===== src/rtl/gdm_pkg.sv =====
// Purpose: Shared constants for the GPIO drive mode and auxiliary input block.
// Assumes: Avalon-MM word addressing with byte offsets equal to four times the register index.
// Notes: Port data registers sit at index 0x00 and 0x01 beside the documented map.
package gdm_pkg;
  localparam int          GDM_AW           = 6;
  localparam int          GDM_DW           = 32;
  localparam int          GDM_PW           = 8;
  localparam logic [7:0]  GDM_IDX_P0_DATA  = 8'h00;
  localparam logic [7:0]  GDM_IDX_P1_DATA  = 8'h01;
  localparam logic [7:0]  GDM_IDX_AUX      = 8'h02;
  localparam logic [7:0]  GDM_IDX_P0_CFG_A = 8'h0A;
  localparam logic [7:0]  GDM_IDX_P0_CFG_B = 8'h0B;
  localparam logic [7:0]  GDM_IDX_P1_CFG_A = 8'h0C;
  localparam logic [7:0]  GDM_IDX_P1_CFG_B = 8'h0D;
  localparam logic [7:0]  GDM_IDX_MODE     = 8'h10;
  localparam logic [7:0]  GDM_RST_BYTE     = 8'h00;
  localparam int          GDM_AUX_DPLUS    = 5;
  localparam int          GDM_AUX_DMINUS   = 4;
  localparam int          GDM_AUX_OSC      = 1;
  localparam int          GDM_AUX_REG      = 0;
  localparam int          GDM_MODE_INTCLK  = 0;
  localparam int          GDM_MODE_PS2     = 1;
  localparam int          GDM_MODE_SPI     = 2;
  localparam int          GDM_SPI_LO_PIN   = 5;
  localparam int          GDM_SYNC_STAGES  = 3;
endpackage


===== src/rtl/gdm_top.sv =====
// Purpose: Per-pin drive control for two 8-bit ports and a read-only auxiliary input port.
// Assumes: Avalon-MM slave with waitrequest; one read or write is answered in exactly two cycles.
// Notes: Pin levels pass a three-stage synchroniser; a change counts when stages two and three agree.
// Notes on behaviour
// - Reset clears data and both configuration bits, so every pin starts undriven.
// - Both configuration bits zero leaves the pin undriven regardless of data, except port zero pins under the SPI mask.
// - B=1, A=0, data 0 enables pull-down at weakest sink strength.
// - B=0, A=1, data 0 enables pull-down at medium sink strength.
// - Both bits one with data 0 enables pull-down at strongest strength.
// - A=1 with data 1 turns on only the strong pull-up.
// - B=1, A=0, data 1 enables only the resistive pull-up.
// - TTL threshold only when both bits zero and data one; otherwise CMOS.
// - Port data reads return sampled pin levels, not written values.
// - Auxiliary port is read-only and samples inputs with TTL thresholds.
// - Auxiliary bits 5 and 4 return the D+ and D- levels.
// - In internal clock mode auxiliary bit 1 returns the oscillator input level.
// - In PS/2 mode auxiliary bit 0 returns the regulator pin level.
// - Active SPI on upper three port zero pins bypasses drive; data must be one.
`timescale 1ns/1ps
module gdm_pin_sync
  import gdm_pkg::*;
(
  input  wire logic ref_clk,
  input  wire logic arst_n,
  input  wire logic raw,
  output logic      level
);
  logic [GDM_SYNC_STAGES-1:0] stage;
  logic [GDM_SYNC_STAGES-1:0] next_stage;
  logic                       next_level;
  // The first stage is read only by the second stage.
  always_comb begin
    next_stage = {stage[GDM_SYNC_STAGES-2:0], raw};
    next_level = (stage[1] == stage[2]) ? stage[2] : level;
  end
  always_ff @(posedge ref_clk or negedge arst_n) begin
    if (!arst_n) begin
      stage <= '0;
      level <= 1'b0;
    end else begin
      stage <= next_stage;
      level <= next_level;
    end
  end
endmodule // gdm_pin_sync

module gdm_top
  import gdm_pkg::*;
(
  input  wire logic              ref_clk,
  input  wire logic              arst_n,
  input  wire logic [GDM_AW-1:0] avs_address,
  input  wire logic              avs_read,
  input  wire logic              avs_write,
  input  wire logic [GDM_DW-1:0] avs_writedata,
  input  wire logic [3:0]        avs_byteenable,
  output logic      [GDM_DW-1:0] avs_readdata,
  output logic                   avs_waitrequest,
  input  wire logic [GDM_PW-1:0] port_zero_pins_in,
  output logic      [GDM_PW-1:0] port_zero_pins_out,
  output logic      [GDM_PW-1:0] port_zero_pins_oe,
  output logic      [GDM_PW-1:0] port_zero_sink_low,
  output logic      [GDM_PW-1:0] port_zero_sink_med,
  output logic      [GDM_PW-1:0] port_zero_sink_high,
  output logic      [GDM_PW-1:0] port_zero_pullup_strong,
  output logic      [GDM_PW-1:0] port_zero_pullup_res,
  output logic      [GDM_PW-1:0] port_zero_ttl_sel,
  input  wire logic [GDM_PW-1:0] port_one_pins_in,
  output logic      [GDM_PW-1:0] port_one_pins_out,
  output logic      [GDM_PW-1:0] port_one_pins_oe,
  output logic      [GDM_PW-1:0] port_one_sink_low,
  output logic      [GDM_PW-1:0] port_one_sink_med,
  output logic      [GDM_PW-1:0] port_one_sink_high,
  output logic      [GDM_PW-1:0] port_one_pullup_strong,
  output logic      [GDM_PW-1:0] port_one_pullup_res,
  output logic      [GDM_PW-1:0] port_one_ttl_sel,
  input  wire logic [2:0]        spi_out,
  input  wire logic              dplus_pin,
  input  wire logic              dminus_pin,
  input  wire logic              oscillator_input_pin,
  input  wire logic              regulator_pin
);
  localparam int NSYNC = 2 * GDM_PW + 4;

  logic [GDM_PW-1:0] data0;
  logic [GDM_PW-1:0] data1;
  logic [GDM_PW-1:0] cfg_a0;
  logic [GDM_PW-1:0] cfg_b0;
  logic [GDM_PW-1:0] cfg_a1;
  logic [GDM_PW-1:0] cfg_b1;
  logic [2:0]        mode;
  logic              busy;
  logic [GDM_DW-1:0] next_readdata;
  logic              next_waitrequest;
  logic              next_busy;
  logic [GDM_PW-1:0] next_data0;
  logic [GDM_PW-1:0] next_data1;
  logic [GDM_PW-1:0] next_cfg_a0;
  logic [GDM_PW-1:0] next_cfg_b0;
  logic [GDM_PW-1:0] next_cfg_a1;
  logic [GDM_PW-1:0] next_cfg_b1;
  logic [2:0]        next_mode;
  logic [NSYNC-1:0]  raw_in;
  logic [NSYNC-1:0]  sync_in;
  logic [GDM_PW-1:0] lvl0;
  logic [GDM_PW-1:0] lvl1;
  logic [GDM_PW-1:0] aux;
  logic [7:0]        idx;
  logic              wr_go;

  assign raw_in = {regulator_pin, oscillator_input_pin, dminus_pin, dplus_pin, port_one_pins_in, port_zero_pins_in};

  genvar gi;
  generate
    for (gi = 0; gi < NSYNC; gi++) begin : g_sync
      gdm_pin_sync u_sync (
        .ref_clk (ref_clk),
        .arst_n  (arst_n),
        .raw     (raw_in[gi]),
        .level   (sync_in[gi])
      );
    end
  endgenerate

  assign lvl0 = sync_in[GDM_PW-1:0];
  assign lvl1 = sync_in[2*GDM_PW-1:GDM_PW];

  // Auxiliary pins are TTL inputs; the mode bits gate bits 1 and 0, reserved bits stay zero.
  always_comb begin
    aux                 = GDM_RST_BYTE;
    aux[GDM_AUX_DPLUS]  = sync_in[2*GDM_PW];
    aux[GDM_AUX_DMINUS] = sync_in[2*GDM_PW+1];
    aux[GDM_AUX_OSC]    = mode[GDM_MODE_INTCLK] & sync_in[2*GDM_PW+2];
    aux[GDM_AUX_REG]    = mode[GDM_MODE_PS2] & sync_in[2*GDM_PW+3];
  end

  // A read is sampled in the first cycle of the request, a write in the second; both are answered with waitrequest low in the second.
  assign idx   = {2'b00, avs_address};
  assign wr_go = avs_write & busy;

  always_comb begin
    next_data0       = data0;
    next_data1       = data1;
    next_cfg_a0      = cfg_a0;
    next_cfg_b0      = cfg_b0;
    next_cfg_a1      = cfg_a1;
    next_cfg_b1      = cfg_b1;
    next_mode        = mode;
    next_busy        = (avs_read | avs_write) & ~busy;
    next_waitrequest = ~((avs_read | avs_write) & ~busy);
    next_readdata    = avs_readdata;
    if (wr_go && avs_byteenable[0]) begin
      unique case (idx)
        GDM_IDX_P0_DATA:  next_data0 = avs_writedata[GDM_PW-1:0];
        GDM_IDX_P1_DATA:  next_data1 = avs_writedata[GDM_PW-1:0];
        GDM_IDX_P0_CFG_A: next_cfg_a0 = avs_writedata[GDM_PW-1:0];
        GDM_IDX_P0_CFG_B: next_cfg_b0 = avs_writedata[GDM_PW-1:0];
        GDM_IDX_P1_CFG_A: next_cfg_a1 = avs_writedata[GDM_PW-1:0];
        GDM_IDX_P1_CFG_B: next_cfg_b1 = avs_writedata[GDM_PW-1:0];
        GDM_IDX_MODE:     next_mode = avs_writedata[2:0];
        default:          next_mode = mode;
      endcase
    end
    if (avs_read && !busy) begin
      next_readdata = '0;
      unique case (idx)
        GDM_IDX_P0_DATA: next_readdata[GDM_PW-1:0] = lvl0;
        GDM_IDX_P1_DATA: next_readdata[GDM_PW-1:0] = lvl1;
        GDM_IDX_AUX:     next_readdata[GDM_PW-1:0] = aux;
        GDM_IDX_MODE:    next_readdata[2:0] = mode;
        default:         next_readdata = '0;
      endcase
    end
  end

  always_ff @(posedge ref_clk or negedge arst_n) begin
    if (!arst_n) begin
      data0           <= GDM_RST_BYTE;
      data1           <= GDM_RST_BYTE;
      cfg_a0          <= GDM_RST_BYTE;
      cfg_b0          <= GDM_RST_BYTE;
      cfg_a1          <= GDM_RST_BYTE;
      cfg_b1          <= GDM_RST_BYTE;
      mode            <= 3'h0;
      busy            <= 1'b0;
      avs_waitrequest <= 1'b1;
      avs_readdata    <= '0;
    end else begin
      data0           <= next_data0;
      data1           <= next_data1;
      cfg_a0          <= next_cfg_a0;
      cfg_b0          <= next_cfg_b0;
      cfg_a1          <= next_cfg_a1;
      cfg_b1          <= next_cfg_b1;
      mode            <= next_mode;
      busy            <= next_busy;
      avs_waitrequest <= next_waitrequest;
      avs_readdata    <= next_readdata;
    end
  end

  // Pin driver decode, registered so every pin control comes from a flip-flop.
  logic [GDM_PW-1:0] n_sl0, n_sm0, n_sh0, n_ps0, n_pr0, n_tt0, n_oe0, n_o0;
  logic [GDM_PW-1:0] n_sl1, n_sm1, n_sh1, n_ps1, n_pr1, n_tt1, n_oe1, n_o1;
  logic [GDM_PW-1:0] spi_mask;

  always_comb begin
    spi_mask = '0;
    if (mode[GDM_MODE_SPI]) begin
      spi_mask[GDM_PW-1:GDM_SPI_LO_PIN] = 3'b111;
    end
    n_sl0 = ~data0 & cfg_b0 & ~cfg_a0 & ~spi_mask;
    n_sm0 = ~data0 & ~cfg_b0 & cfg_a0 & ~spi_mask;
    n_sh0 = ~data0 & cfg_b0 & cfg_a0 & ~spi_mask;
    n_ps0 = data0 & cfg_a0 & ~spi_mask;
    n_pr0 = data0 & cfg_b0 & ~cfg_a0 & ~spi_mask;
    n_tt0 = data0 & ~cfg_b0 & ~cfg_a0;
    n_sl1 = ~data1 & cfg_b1 & ~cfg_a1;
    n_sm1 = ~data1 & ~cfg_b1 & cfg_a1;
    n_sh1 = ~data1 & cfg_b1 & cfg_a1;
    n_ps1 = data1 & cfg_a1;
    n_pr1 = data1 & cfg_b1 & ~cfg_a1;
    n_tt1 = data1 & ~cfg_b1 & ~cfg_a1;
    // Driven when a sink or the strong pull-up is on, or on port zero pins under the SPI mask; both bits zero otherwise leaves the pin free.
    n_oe0 = n_sl0 | n_sm0 | n_sh0 | n_ps0 | spi_mask;
    n_oe1 = n_sl1 | n_sm1 | n_sh1 | n_ps1;
    n_o0  = (n_ps0 & ~spi_mask) | (spi_mask & {spi_out, 5'h00} & data0);
    n_o1  = n_ps1;
  end

  always_ff @(posedge ref_clk or negedge arst_n) begin
    if (!arst_n) begin
      port_zero_sink_low      <= '0;
      port_zero_sink_med      <= '0;
      port_zero_sink_high     <= '0;
      port_zero_pullup_strong <= '0;
      port_zero_pullup_res    <= '0;
      port_zero_ttl_sel       <= '0;
      port_zero_pins_oe       <= '0;
      port_zero_pins_out      <= '0;
      port_one_sink_low       <= '0;
      port_one_sink_med       <= '0;
      port_one_sink_high      <= '0;
      port_one_pullup_strong  <= '0;
      port_one_pullup_res     <= '0;
      port_one_ttl_sel        <= '0;
      port_one_pins_oe        <= '0;
      port_one_pins_out       <= '0;
    end else begin
      port_zero_sink_low      <= n_sl0;
      port_zero_sink_med      <= n_sm0;
      port_zero_sink_high     <= n_sh0;
      port_zero_pullup_strong <= n_ps0;
      port_zero_pullup_res    <= n_pr0;
      port_zero_ttl_sel       <= n_tt0;
      port_zero_pins_oe       <= n_oe0;
      port_zero_pins_out      <= n_o0;
      port_one_sink_low       <= n_sl1;
      port_one_sink_med       <= n_sm1;
      port_one_sink_high      <= n_sh1;
      port_one_pullup_strong  <= n_ps1;
      port_one_pullup_res     <= n_pr1;
      port_one_ttl_sel        <= n_tt1;
      port_one_pins_oe        <= n_oe1;
      port_one_pins_out       <= n_o1;
    end
  end

  property p_hiz_both_zero;
    @(posedge ref_clk) disable iff (!arst_n)
      1'b1 |=> ((port_one_pins_oe & ~$past(cfg_a1 | cfg_b1)) == 8'h00);
  endproperty
  a_hiz_both_zero: assert property (p_hiz_both_zero) else $error("pin driven with both config bits zero");

  property p_low_sink;
    @(posedge ref_clk) disable iff (!arst_n)
      1'b1 |=> (port_one_sink_low == $past(~data1 & cfg_b1 & ~cfg_a1));
  endproperty
  a_low_sink: assert property (p_low_sink) else $error("low sink decode wrong");

  property p_med_sink;
    @(posedge ref_clk) disable iff (!arst_n)
      1'b1 |=> (port_one_sink_med == $past(~data1 & ~cfg_b1 & cfg_a1));
  endproperty
  a_med_sink: assert property (p_med_sink) else $error("medium sink decode wrong");

  property p_high_sink;
    @(posedge ref_clk) disable iff (!arst_n)
      1'b1 |=> (port_one_sink_high == $past(~data1 & cfg_b1 & cfg_a1));
  endproperty
  a_high_sink: assert property (p_high_sink) else $error("high sink decode wrong");

  property p_strong_up;
    @(posedge ref_clk) disable iff (!arst_n)
      1'b1 |=> ((port_one_pullup_strong & (port_one_sink_low | port_one_sink_med | port_one_sink_high
                 | port_one_pullup_res)) == 8'h00) && (port_one_pullup_strong == $past(data1 & cfg_a1));
  endproperty
  a_strong_up: assert property (p_strong_up) else $error("strong pull-up wrong or overlaps");

  property p_res_up;
    @(posedge ref_clk) disable iff (!arst_n)
      1'b1 |=> ((port_one_pullup_res & port_one_pins_oe) == 8'h00)
        && (port_one_pullup_res == $past(data1 & cfg_b1 & ~cfg_a1));
  endproperty
  a_res_up: assert property (p_res_up) else $error("resistive pull-up wrong");

  property p_ttl;
    @(posedge ref_clk) disable iff (!arst_n)
      1'b1 |=> (port_zero_ttl_sel == $past(data0 & ~cfg_b0 & ~cfg_a0));
  endproperty
  a_ttl: assert property (p_ttl) else $error("threshold select wrong");

  property p_aux_reserved;
    @(posedge ref_clk) disable iff (!arst_n)
      (avs_read && !busy && idx == GDM_IDX_AUX)
        |=> (avs_readdata[7:6] == 2'b00 && avs_readdata[3:2] == 2'b00 && !avs_waitrequest);
  endproperty
  a_aux_reserved: assert property (p_aux_reserved) else $error("auxiliary reserved bits not zero");

  property p_cfg_read_zero;
    @(posedge ref_clk) disable iff (!arst_n)
      (avs_read && !busy && (idx == GDM_IDX_P0_CFG_A || idx == GDM_IDX_P0_CFG_B
        || idx == GDM_IDX_P1_CFG_A || idx == GDM_IDX_P1_CFG_B)) |=> (avs_readdata == 32'h0000_0000);
  endproperty
  a_cfg_read_zero: assert property (p_cfg_read_zero) else $error("config read not zero");

  property p_reg_gate;
    @(posedge ref_clk) disable iff (!arst_n)
      (!mode[GDM_MODE_PS2] && avs_read && !busy && idx == GDM_IDX_AUX) |=> (avs_readdata[0] == 1'b0);
  endproperty
  a_reg_gate: assert property (p_reg_gate) else $error("regulator bit visible outside PS/2 mode");

  property p_spi_bypass;
    @(posedge ref_clk) disable iff (!arst_n)
      mode[GDM_MODE_SPI] |=> (port_zero_pins_oe[GDM_PW-1:GDM_SPI_LO_PIN] == 3'b111)
        && (port_zero_pins_out[GDM_PW-1:GDM_SPI_LO_PIN] == ($past(spi_out) & $past(data0[GDM_PW-1:GDM_SPI_LO_PIN])));
  endproperty
  a_spi_bypass: assert property (p_spi_bypass) else $error("SPI pins not bypassed");

  property p_pin_read;
    @(posedge ref_clk) disable iff (!arst_n)
      (avs_read && !busy && idx == GDM_IDX_P1_DATA)
        |=> (avs_readdata == {{(GDM_DW-GDM_PW){1'b0}}, $past(lvl1)});
  endproperty
  a_pin_read: assert property (p_pin_read) else $error("port data read not the pin level");
endmodule // gdm_top


===== config.mk =====
export PLATFORM = sky130hd
export DESIGN_NAME = gdm_top
export DESIGN_NICKNAME = d
export VERILOG_FILES = /design/src/rtl/gdm_pkg.sv /design/src/rtl/gdm_top.sv
export SDC_FILE = /design/constraint.sdc
export NUM_CORES = 1
export LEC_CHECK = 0
export ABC_AREA = 1
export BUFFER_PORTS_ARGS = -buffer_cell sky130_fd_sc_hd__buf_2
export CAP_MARGIN = 5
export CELL_PAD_IN_SITES_DETAIL_PLACEMENT = 1
export CELL_PAD_IN_SITES_GLOBAL_PLACEMENT = 1
export CORE_UTILIZATION = 35
export CTS_CLUSTER_DIAMETER = 50
export DETAILED_ROUTE_END_ITERATION = 16
export PLACE_DENSITY = 0.75
export SYNTH_ARGS = -nofsm -noshare
export SYNTH_HDL_FRONTEND = slang
export SYNTH_SLANG_ARGS = --single-unit

===== constraint.sdc =====
create_clock -name ref_clk -period 1.6 [get_ports ref_clk]
set_clock_uncertainty 0.15 [all_clocks]
set_input_delay 0 -clock ref_clk [delete_from_list [all_inputs] [get_ports ref_clk]]
set_output_delay 0 -clock ref_clk [all_outputs]
set_load 0.005 [all_outputs]

Word-level counts from Yosys, hierarchy flattened
Index checks and enable logic that the tools add are counted.

storage, ports and cells
  bits in registers = 261
  bits in latches = 0
  memory bits (writable) = 0
  bits in read-only memories = 0
  bits of input ports = 69
  memories kept = 0

cells by class
  add/sub/neg operators = 0
  $mul = 0
  div/mod/pow operators = 0
  order comparisons = 0
  equality and inequality tests = 27
  shifts and indexed selects = 0
  muxes and demuxes = 3
  bitwise operators = 50
  reduce and logical (&&, ||, !) cells = 11

operator list
  operator            count
  $and 8x8->8         28
  $or 8x8->8          8
  $not 8->8           7
  $eq 6x4->1 const B  4
  $eq 1x1->1          20
  $pmux 5 s3          1
  $reduce_and 2->1    7
  $pmux 3 s4          1
  $logic_not 8->1     1
  $eq 6x1->1 const B  1
  $eq 6x2->1 const B  1
  $eq 6x5->1 const B  1
  $and 1x1->1         4
  $mux 3              1
  $logic_and 1x1->1   2
  $not 1->1           2
  $logic_not 1->1     1
  $or 1x1->1          1

Depth between registers and ports, before layout
Gate-level depths: netlist of run 1.

  depth in word-level cells = 8
  depth in mapped cells = 8
  mapped depth without buffers = 8

Cells and area by module
Synthesis of run 1 repeated with hierarchy kept, for this count alone.

unflattened totals
  cells, all modules = 794
  area, all modules = 8943.6 um^2

by module, submodules not included
  module        times used  cells each  area an instance (um^2)  sequential area each (um^2)
  gdm_top       1           634         6616.3                   4405.5
  gdm_pin_sync  20          8           116.4                    100.1

Worst setup path after synthesis of run 1
OpenSTA, ideal clock, no wires.

  path kind = register to register
  start point = register busy
  end point = register cfg_b1[6]
  setup time = 124 ps
  data arrival time = 1054 ps
  required time = 1326 ps
  path slack = 271 ps
  stages on the path, launching flop included = 7
  path through = dfrtp_1 > inv_1 > nor2_8 > nand3_2 > buf_6 > nand2_1 > o21ai_2

between the ends
  cells in the longest elaborated chain, start to end = 3

RTL lines
  what                               line            RTL
  from (decl)                        gdm_top.sv:92   logic busy;
  from (signal assigned)             gdm_top.sv:196  busy <= next_busy;
  $and 1x1->1                        gdm_top.sv:139  assign wr_go = avs_write & busy;
  $logic_and 1x1->1                  gdm_top.sv:152  if (wr_go && avs_byteenable[0]) begin
  $reduce_and 2->1 (no source line)  -
  to (signal assigned)               gdm_top.sv:194  cfg_b1 <= next_cfg_b1;
  to (decl)                          gdm_top.sv:90   logic [GDM_PW-1:0] cfg_b1;

Every way passes these cells.
A chain may end at the register's enable or synchronous reset.

Worst setup path after layout of run 1
  start point = register busy
  end point = register busy

between the ends
  cells in the longest elaborated chain, start to end = 2

RTL lines
  what           line            RTL
  $not 1->1      gdm_top.sv:149  next_busy = (avs_read | avs_write) & ~busy;
  $and 1x1->1    gdm_top.sv:149
  net next_busy  gdm_top.sv:95   logic next_busy;

The timed path passes the listed nets, and every way through them passes these cells.

==> summary.md, run 1 <==
| Metric | Value |
|---|---|
| CP Cell Sequence | `inv_2 > o21ai_0 > dlygate4sd3_1 > inv_1` |
| Syn-to-layout area delta | `32.0%` |
| Post-Route WL | `21,400 µm` |
| Die ar. | `0.0260 mm²` |
| Largest register by flop count | `g_sync.u_sync.stage` |
| Antenna violations before repair | `0` |
| CTS tree | `yes` |
| Total grt overflow | `0` |
| Total power | `about 15 mW` |
| Gate power share | `5.8%` |
| Clock Tree Buf Depth | `3` |
| IO Pins | `230` |
| R2r startpoint | `busy` |
| Worst EP arrival | `about 1.8 ns` |
| Proportion of layout cells with a drive suffix above 1 | `28.9%` |
| Largest net degree at the start of global routing | `52` |
| Worst path max stage delay | `0.59 ns` |
| FF-to-FF End | `busy` |
| Worst Hold Class | `in -> reg` |
| Die Wd | `161 µm` |
| Routed length per instance | `around 16 µm` |
| Endpoint of the worst hold path | `mode[2]` |
| Highest clock rate | `685 MHz` |
| Yosys Warn Count | `0` |
| Switching power | `3.34 mW` |
| Biggest regs | `g_sync.u_sync.stage (60), g_sync.u_sync.level (20)` |
| FF+latch count, synth | `256` |
| Tmin final | `1.46 ns` |
| Hold Crit Start | `avs_write` |
| Leak Pwr | `6.33 nW` |
| Flop pwr share | `47.9%` |
| Number of fill cells | `2,636` |
| Number of global-route vias before repair | `6,481` |
| Max stage delay cell, worst path | `dlygate4sd3_1` |
| Ant. Diodes | `0` |
| Post-DP HPWL | `14,100 µm` |
| RSZ-0062 raised after global routing | `no` |
| Mean post-synth cell area | `12.1 µm²` |
| Number of synthesized flops with an enable pin | `0` |
| Crit start category | `register` |
| Largest area contributor in the netlist | `dfrtp_1` |
| CP Max Fanout | `2` |
| Leading register cell type out of synthesis | `dfrtp_1` |
| Final #Nets | `1,067` |
| Drt first pass iters | `4` |
| TritonCTS Buffers | `30` |
| Vias/cell | `around 4.4` |
| Initial core utilization | `36.1%` |
| WP buf/inv | `3` |
| Worst R2R Path Depth | `4` |
| IO Port Bufs | `178` |
| Outcome | `finished with violations` |
| Share of the synthesized area in the top cell type | `71.9%` |
| Async S/R FF share, synth | `100%` |
| Largest register FFs | `60` |
| First-pass GRT wire length | `approximately 35,000 µm` |
| Critical path type | `reg -> reg` |
| GP Congestion | `0.751` |
| Core Rows | `57` |
| Post-synthesis sequential area ratio | `72.2%` |
| CP delay by family, top | `buffers and inverters` |
| Drt drc | `0` |
| Power share of the clock group | `46.3%` |
| Hold_ws | `-0.00286 ns` |
| H-Tree Level Count | `1` |
| Commonest cells post-synth | `255 x dfrtp_1, 161 x nand2_1, 66 x inv_1` |
| Top-count cell post-synth | `dfrtp_1` |
| Clock sink count | `256` |
| Fin. max-slew vios | `0` |
| R2R Setup Slk | `roughly 0.14 ns` |
| Via count | `5,954` |
| Root Buffer | `clkbuf_16` |
| Synth Instances | `734` |
| Total Routing Usage GR | `17.2%` |
| Final hold vios | `1` |
| Critical path required time | `1.92 ns` |
| Post-CTS setup buffers | `0` |
| Largest cells by area after synthesis | `dfrtp_1 72%, nand2_1 6.8%, buf_4 3.1%` |
| Core Region | `0.0246 mm²` |
| Pint | `11.2 mW` |
| Post-route ant nets | `0` |
| Worst hold path cell count | `5` |
| Failing checks | `hold timing` |
| PwrDens | `1240 mW/mm²` |
| Setup violators final | `0` |
| Post-route setup TNS | `0 ns` |
| Synthesized area | `0.00887 mm²` |
| Fin crit share | `91.2%` |
| Sw Ratio | `23.0%` |
| Die Ht | `161 µm` |
| CTS clk-pin slew, worst paths | `about 0.060 ns` |
| Max-cap violation count | `0` |
| Library cells used by synthesis | `28` |
| Clk_lat worst skew | `roughly 0.54 ns` |
| Starting DRT DRC Count | `297` |
| CP endpoint kind | `register` |
| Peak VDD IR | `about 0.70 mV` |
[stage by stage]
step	cell area [µm²]	instances	utilization [%]	hold slack [ns]	setup slack, ns
floorplan	8960	757	-	-0.446	0.271
global placement	10100	1228	41.1	-0.214	0.206
finish	11700	1344	47.6	-0.00286	0.141
CTS	11700	1344	47.6	0.00560	0.0877
detailed placement	10100	1228	41.1	-0.209	0.175
global route	11700	1344	47.6	0.0269	0.0524
[timing repair]
action,in CTS,in global routing
gates resized for setup,0,1
setup endpoints to repair,0,1
hold buffers,62,0
endpoints found under the hold margin,340,0
[power groups by stage]
stage	logic, mW	registers (mW)	clock network, mW
floorplan	0.334	7.04	0
detailed placement	0.737	7.08	0
global route	0.959	7.00	7.17
finish	0.849	6.97	6.73
global placement	0.708	7.06	0
CTS	0.862	6.97	6.86
[cell families (layout without fill, tap and decap cells)]
logic type      count (synthesis)  in the layout  synth area share [%]
buf+inv                       114            377                  6.81
compound gates                 55             55                  4.37
other cells                     1             24                0.0423
flops                         256            256                  72.2
simple gates                  288            288                  14.3
fa+ha+maj                      20             20                  2.26
[cell usage in the layout, fill, tap and decap left out, types with 2 or more instances in the layout]
cell type,count
clkinv_4,2
clkinv_2,8
clkbuf_8,4
nor3_1,38
and3_1,3
dlygate4sd3_1,62
inv_6,2
inv_2,3
buf_2,177
buf_4,7
bufinv_16,2
a21oi_1,3
o21ai_0,4
nand2_4,2
inv_4,2
nand4_1,6
o21ai_1,18
inv_1,65
maj3_1,20
nor2_8,2
o21ai_2,30
buf_12,6
clkbuf_16,31
dfrtp_1,255
conb_1,24
nand3_2,6
nand2_2,5
nand3_1,3
nor2_1,59
nand2_1,161
clkbuf_1,4
[metal layers]
metal | routed length, µm | vias to the layer above | share of wire (%) | global-route usage (%)
met5 | 0 | - | 0 | 0
met4 | 321 | 0 | 1.5 | 3.86
met3 | 757 | 26 | 3.5 | 2.29
met2 | 11200 | 145 | 52 | 31.0
met1 | 9190 | 3000 | 43 | 21.9
li1 | - | 2783 | - | -
[worst register-to-register path, delay by kind of cell (launching register included)]
kind	cells	cell delay (ns)
buffers and inverters	3	0.77
AOI/OAI and AO/OA	1	0.09
DFF	1	0.39
[worst max path at each step]
stage	cells past startpoint	slack, ns	start	end
2_1_floorplan	6	0.27	busy	cfg_b1[6]
3_3_place_gp	6	0.21	busy	cfg_b1[0]
3_5_place_dp	6	0.18	busy	cfg_b1[6]
4_1_cts	4	0.09	busy	busy
5_1_grt	5	0.05	busy	mode[0]
6_report	4	0.14	busy	busy
[layout make-up]
type / instances / area, µm² / area share [%]
flip-flops and latches: 256 / 6410 / 54.7
multi-input cells: 387 / 1950 / 16.6
repair buffers: 253 / 1690 / 14.5
clock buffers: 39 / 846 / 7.22
well taps: 324 / 405 / 3.46
inverters: 70 / 268 / 2.29
clock inverters: 15 / 146 / 1.25
Power figures use the tool's default switching activity.
==> run 2, diff against run 1 <==
--- a/config.mk
+++ b/config.mk
@@ -13,6 +13,7 @@
 export CORE_UTILIZATION = 35
 export CTS_CLUSTER_DIAMETER = 50
 export DETAILED_ROUTE_END_ITERATION = 16
+export MAX_ROUTING_LAYER = met4
 export PLACE_DENSITY = 0.75
 export SYNTH_ARGS = -nofsm -noshare
 export SYNTH_HDL_FRONTEND = slang
==> summary.md, run 2 (same netlist as run 1, synthesis figures left out) <==
| Metric | Value |
|---|---|
| Outcome | `finished with violations` |
| Failing checks | `hold timing` |
| CP endpoint kind | `register` |
| Ant. Diodes | `0` |
| Total power | `14.5 mW` |
| Core Region | `0.0246 mm²` |
| Drt first pass iters | `4` |
| Via count | `a little under 6,000` |
| CTS clk-pin slew, worst paths | `0.06 ns` |
| Largest register FFs | `60` |
| Met2 wire len | `11,200 µm` |
| Clk_lat worst skew | `0.53 ns` |
| Starting DRT DRC Count | `between 300 and 400` |
| Number of global-route vias before repair | `roughly 6,500` |
| Max-cap violation count | `0` |
| Critical path type | `reg -> reg` |
| Hold_ws | `-0.00264 ns` |
| WL met3 | `753 µm` |
| Die ar. | `0.0260 mm²` |
| Clock sink count | `between 200 and 300` |
| Crit start category | `register` |
| Commonest non-fill, non-tap cell in the layout | `dfrtp_1` |
| CTS tree | `yes` |
| Commonest non-fill, non-tap cells in the layout | `255 x dfrtp_1, 177 x buf_2, 161 x nand2_1, 65 x inv_1, 62 x dlygate4sd3_1` |
| Initial core utilization | `36.1%` |
| Die Wd | `161 µm` |
| Antenna violations before repair | `0` |
| DR top layer | `met4` |
| IO Port Bufs | `178` |
| Final #Nets | `1,067` |
| Clock Tree Buf Depth | `3` |
| Total grt overflow | `0` |
| CP Max Fanout | `2` |
| GP Congestion | `0.760` |
| First-pass GRT wire length | `between 30,000 and 40,000 µm` |
| Worst EP arrival | `1.78 ns` |
| Fin crit share | `91.3%` |
| Multi-input gate area | `0.00195 mm²` |
| Vias/cell | `4.42` |
| Post-route setup TNS | `0 ns` |
| Peak VDD IR | `0.698 mV` |
| Worst Hold Class | `in -> reg` |
| Die Ht | `161 µm` |
| Routed length per instance | `15.9 µm` |
| Post-DP HPWL | `14,100 µm` |
| Finished Core Util | `47.6%` |
| Highest clock rate | `approximately 680 MHz` |
| IO Pins | `230` |
| Final hold vios | `1` |
| Syn-to-layout area delta | `32.0%` |
| H-Tree Level Count | `1` |
| Critical path required time | `roughly 1.9 ns` |
| Total Routing Usage GR | `between 15 and 20%` |
| Drt drc | `0` |
| Largest register by flop count | `g_sync.u_sync.stage` |
| PwrDens | `1240 mW/mm²` |
| Biggest regs | `g_sync.u_sync.stage (60), g_sync.u_sync.level (20)` |
| Number of fill cells | `roughly 2,600` |
| Dpl ws | `0.175 ns` |
| Fin. max-slew vios | `0` |
| TritonCTS Buffers | `30` |
| DRT met1 WL | `9170 µm` |
| Register area | `0.00641 mm²` |
| Post-route ant nets | `0` |
| RSZ-0062 raised after global routing | `no` |
| Tmin final | `1.46 ns` |
| Largest net degree at the start of global routing | `52` |
| Final worst slack | `~0.14 ns` |
| Core Rows | `57` |
| Proportion of layout cells with a drive suffix above 1 | `28.9%` |
| Leak Pwr | `6.33 nW` |
| Root Buffer | `clkbuf_16` |
| Post-CTS setup buffers | `0` |
| Post-Route WL | `21,400 µm` |
| Setup violators final | `0` |
## run 2: layer usage
| metal | global-route usage (%) | vias to the layer above |
|---|---|---|
| met5 | - | - |
| met4 | 3.86 | 0 |
| li1 | - | 2783 |
| met2 | 31.1 | 145 |
| met3 | 2.26 | 29 |
| met1 | 21.8 | 2986 |
## run 2: layout make-up
class	count	share of cell area [%]
Sequential cell	256	54.7
Clock buffer	39	7.22
Inverter	70	2.29
Clock inverter	15	1.25
Multi-Input combinational cell	387	16.6
Timing Repair Buffer	253	14.5
Tap cell	324	3.46
## run 2: power breakdown
| part | switching (mW) | internal (mW) | total (mW) |
|---|---|---|---|
| Clock | 2.65 | 4.06 | 6.71 |
| Combinational | 0.481 | 0.368 | 0.849 |
| Sequential | 0.190 | 6.78 | 6.97 |
| Total | 3.32 | 11.2 | 14.5 |
## run 2: metrics by stage
stage	cells	area (µm²)
after floorplan	757	8960
after global placement	1228	10100
after detailed placement	1228	10100
after CTS	1344	11700
after global routing	1344	11700
final	1344	11700
## run 2: timing repair
item                                    CTS  global route
gates resized for setup                   0             1
hold endpoints to repair                340             0
hold buffers                             62             0
endpoints found under the setup margin    0             1
## run 2: worst max-delay path, cell delays in order (launching register included)
cell and delay [ns]:
dfrtp_1 0.39, inv_2 0.11, o21ai_0 0.09, dlygate4sd3_1 0.59, inv_1 0.07
## run 2: path summary, 6_finish.rpt
path	from	endpoint	slack [ns]	cells after the start
setup / recovery	busy	busy	0.14	4
hold / removal	avs_write	mode[2]	-0.003	5
setup reg to reg	busy	busy	0.14	4
hold reg to reg	g_sync[13].u_sync.stage[0]	g_sync[13].u_sync.stage[1]	0.20	0
max in group asynchronous	arst_n	avs_waitrequest	0.27	4
min in group asynchronous	arst_n	g_sync[12].u_sync.stage[1]	0.35	3
==> run 3, diff against run 2 <==
--- a/config.mk
+++ b/config.mk
@@ -10,11 +10,11 @@
 export CAP_MARGIN = 5
 export CELL_PAD_IN_SITES_DETAIL_PLACEMENT = 1
 export CELL_PAD_IN_SITES_GLOBAL_PLACEMENT = 1
-export CORE_UTILIZATION = 35
+export CORE_UTILIZATION = 41
 export CTS_CLUSTER_DIAMETER = 50
 export DETAILED_ROUTE_END_ITERATION = 16
 export MAX_ROUTING_LAYER = met4
-export PLACE_DENSITY = 0.75
+export PLACE_DENSITY = 0.78
 export SYNTH_ARGS = -nofsm -noshare
 export SYNTH_HDL_FRONTEND = slang
 export SYNTH_SLANG_ARGS = --single-unit
==> summary.md, run 3 (same netlist as run 1, synthesis figures left out) <==
| Metric | Value |
|---|---|
| Largest register by flop count | `g_sync.u_sync.stage` |
| Proportion of layout cells with a drive suffix above 1 | `~29%` |
| Fin crit share | `98.4%` |
| Number of fill cells | `2,276` |
| Core Region | `between 0.02 and 0.025 mm²` |
| Starting DRT DRC Count | `208` |
| Setup violators final | `0` |
| Endpoint of the worst hold path | `port_zero_pins_out[5]` |
| Largest register FFs | `60` |
| Total Routing Usage GR | `20.6%` |
| Final hold vios | `0` |
| Final #Nets | `1,065` |
| H-Tree Level Count | `1` |
| IO Port Bufs | `between 150 and 200` |
| GP Congestion | `around 0.77` |
| Post-CTS setup buffers | `0` |
| Drt first pass iters | `5` |
| R2R Setup Slk | `0.03 ns` |
| CTS clk-pin slew, worst paths | `0.06 ns` |
| Leak Pwr | `6.29 nW` |
| Worst Hold Class | `in -> reg` |
| Syn-to-layout area delta | `30.6%` |
| Hold_ws | `0.124 ns` |
| Number of global-route vias before repair | `6,408` |
| R2r startpoint | `busy` |
| Outcome | `finished clean` |
| Register area | `0.00641 mm²` |
| Initial core utilization | `42.1%` |
| IO Pins | `230` |
| Critical path required time | `about 1.9 ns` |
| Design area | `0.0116 mm²` |
| Core Rows | `53` |
| Multi-input gate area | `0.00195 mm²` |
| TritonCTS Buffers | `27` |
| Highest clock rate | `around 630 MHz` |
| Critical path type | `reg -> reg` |
| CP Max Fanout | `2` |
| Routed length per instance | `16.3 µm` |
| Dpl cells | `~1,200` |
| Root Buffer | `clkbuf_16` |
| Clock sink count | `256` |
| PwrDens | `1240 mW/mm²` |
| Tmin final | `1.57 ns` |
| Via count | `5,940` |
| Post-route ant nets | `0` |
| Worst EP arrival | `1.89 ns` |
| Drt drc | `0` |
| Vias/cell | `4.60` |
| DP Area | `~0.01 mm²` |
| Crit start category | `register` |
| Peak VDD IR | `0.942 mV` |
| Die Wd | `149 µm` |
| Commonest non-fill, non-tap cells in the layout | `255 x dfrtp_1, 177 x buf_2, 161 x nand2_1, 65 x inv_1, 63 x dlygate4sd3_1` |
| Die ar. | `0.0222 mm²` |
| FF-to-FF End | `busy` |
| Fin. max-slew vios | `0` |
| Hold Crit Start | `spi_out[0]` |
| Post-Route WL | `21,100 µm` |
| Biggest regs | `g_sync.u_sync.stage (60), g_sync.u_sync.level (20)` |
| Antenna violations before repair | `1` |
| Worst R2R Path Depth | `4` |
| Total grt overflow | `0` |
| Post-route setup TNS | `0 ns` |
| Final Non-Filler Cells | `about 1,300` |
| First-pass GRT wire length | `between 30,000 and 40,000 µm` |
| CP endpoint kind | `register` |
| Commonest non-fill, non-tap cell in the layout | `dfrtp_1` |
| Finished Core Util | `between 50% and 60%` |
| Clock Tree Buf Depth | `3` |
| Worst hold path cell count | `4` |
| Post-DP HPWL | `13,500 µm` |
| Largest net degree at the start of global routing | `79` |
| Clk_lat worst skew | `0.52 ns` |
| CTS tree | `yes` |
| RSZ-0062 raised after global routing | `no` |
| Crit. Startpoint | `busy` |
| Die Ht | `between 100 and 150 µm` |
| Max-cap violation count | `0` |
-- run 3: report_power, final --
part | switching [mW] | internal, mW | total [mW]
registers | 0.195 | 6.78 | 6.97
clock network | 2.54 | 3.96 | 6.50
logic | 0.482 | 0.364 | 0.845
-- run 3: layout make-up --
| cell class | count | area share, % |
|---|---|---|
| antenna | 1 | 0.0216 |
| clock buffer | 34 | 6.49 |
| clock inverter | 15 | 1.59 |
| inverter | 70 | 2.31 |
| multi-input combinational | 387 | 16.8 |
| sequential | 256 | 55.3 |
| tap | 275 | 2.97 |
| timing repair buffer | 254 | 14.5 |
-- run 3: critical path, stage by stage, from the launching register on --
cell and delay, ns:
dfrtp_1 0.40, inv_2 0.12, o21ai_0 0.13, dlygate4sd3_1 0.63
inv_1 0.08
-- run 3: what timing repair did --
action / 4_1_cts / 5_1_grt
resized for setup: 0 / 1
endpoints found under the setup margin: 0 / 3
hold buffers: 64 / 0
endpoints found under the hold margin: 340 / 0
-- run 3: worst max-delay path by stage --
stage | to | slack (ns) | cells after the start
after floorplan | cfg_b1[6] | 0.27 | 6
after global placement | cfg_b1[0] | 0.21 | 6
after detailed placement | cfg_b0[7] | 0.15 | 6
after CTS | busy | 0.1 | 4
after global routing | busy | 0.005 | 4
final | busy | 0.03 | 4
-- run 3: per-stage QoR --
stage | setup WS (ns) | power, mW
final | 0.0251 | 14.3
after global routing | 0.00458 | 14.9
after CTS | 0.0972 | 14.5
after detailed placement | 0.152 | 7.80
after global placement | 0.205 | 7.74
after floorplan | 0.271 | 7.38
-- run 3: per-layer routing --
metal	vias up	track usage, %	wire [µm]
li1	2786	-	-
met1	2950	25.3	8760
met2	164	35.1	10900
met3	40	2.91	939
met4	0	6.33	516
met5	-	-	0
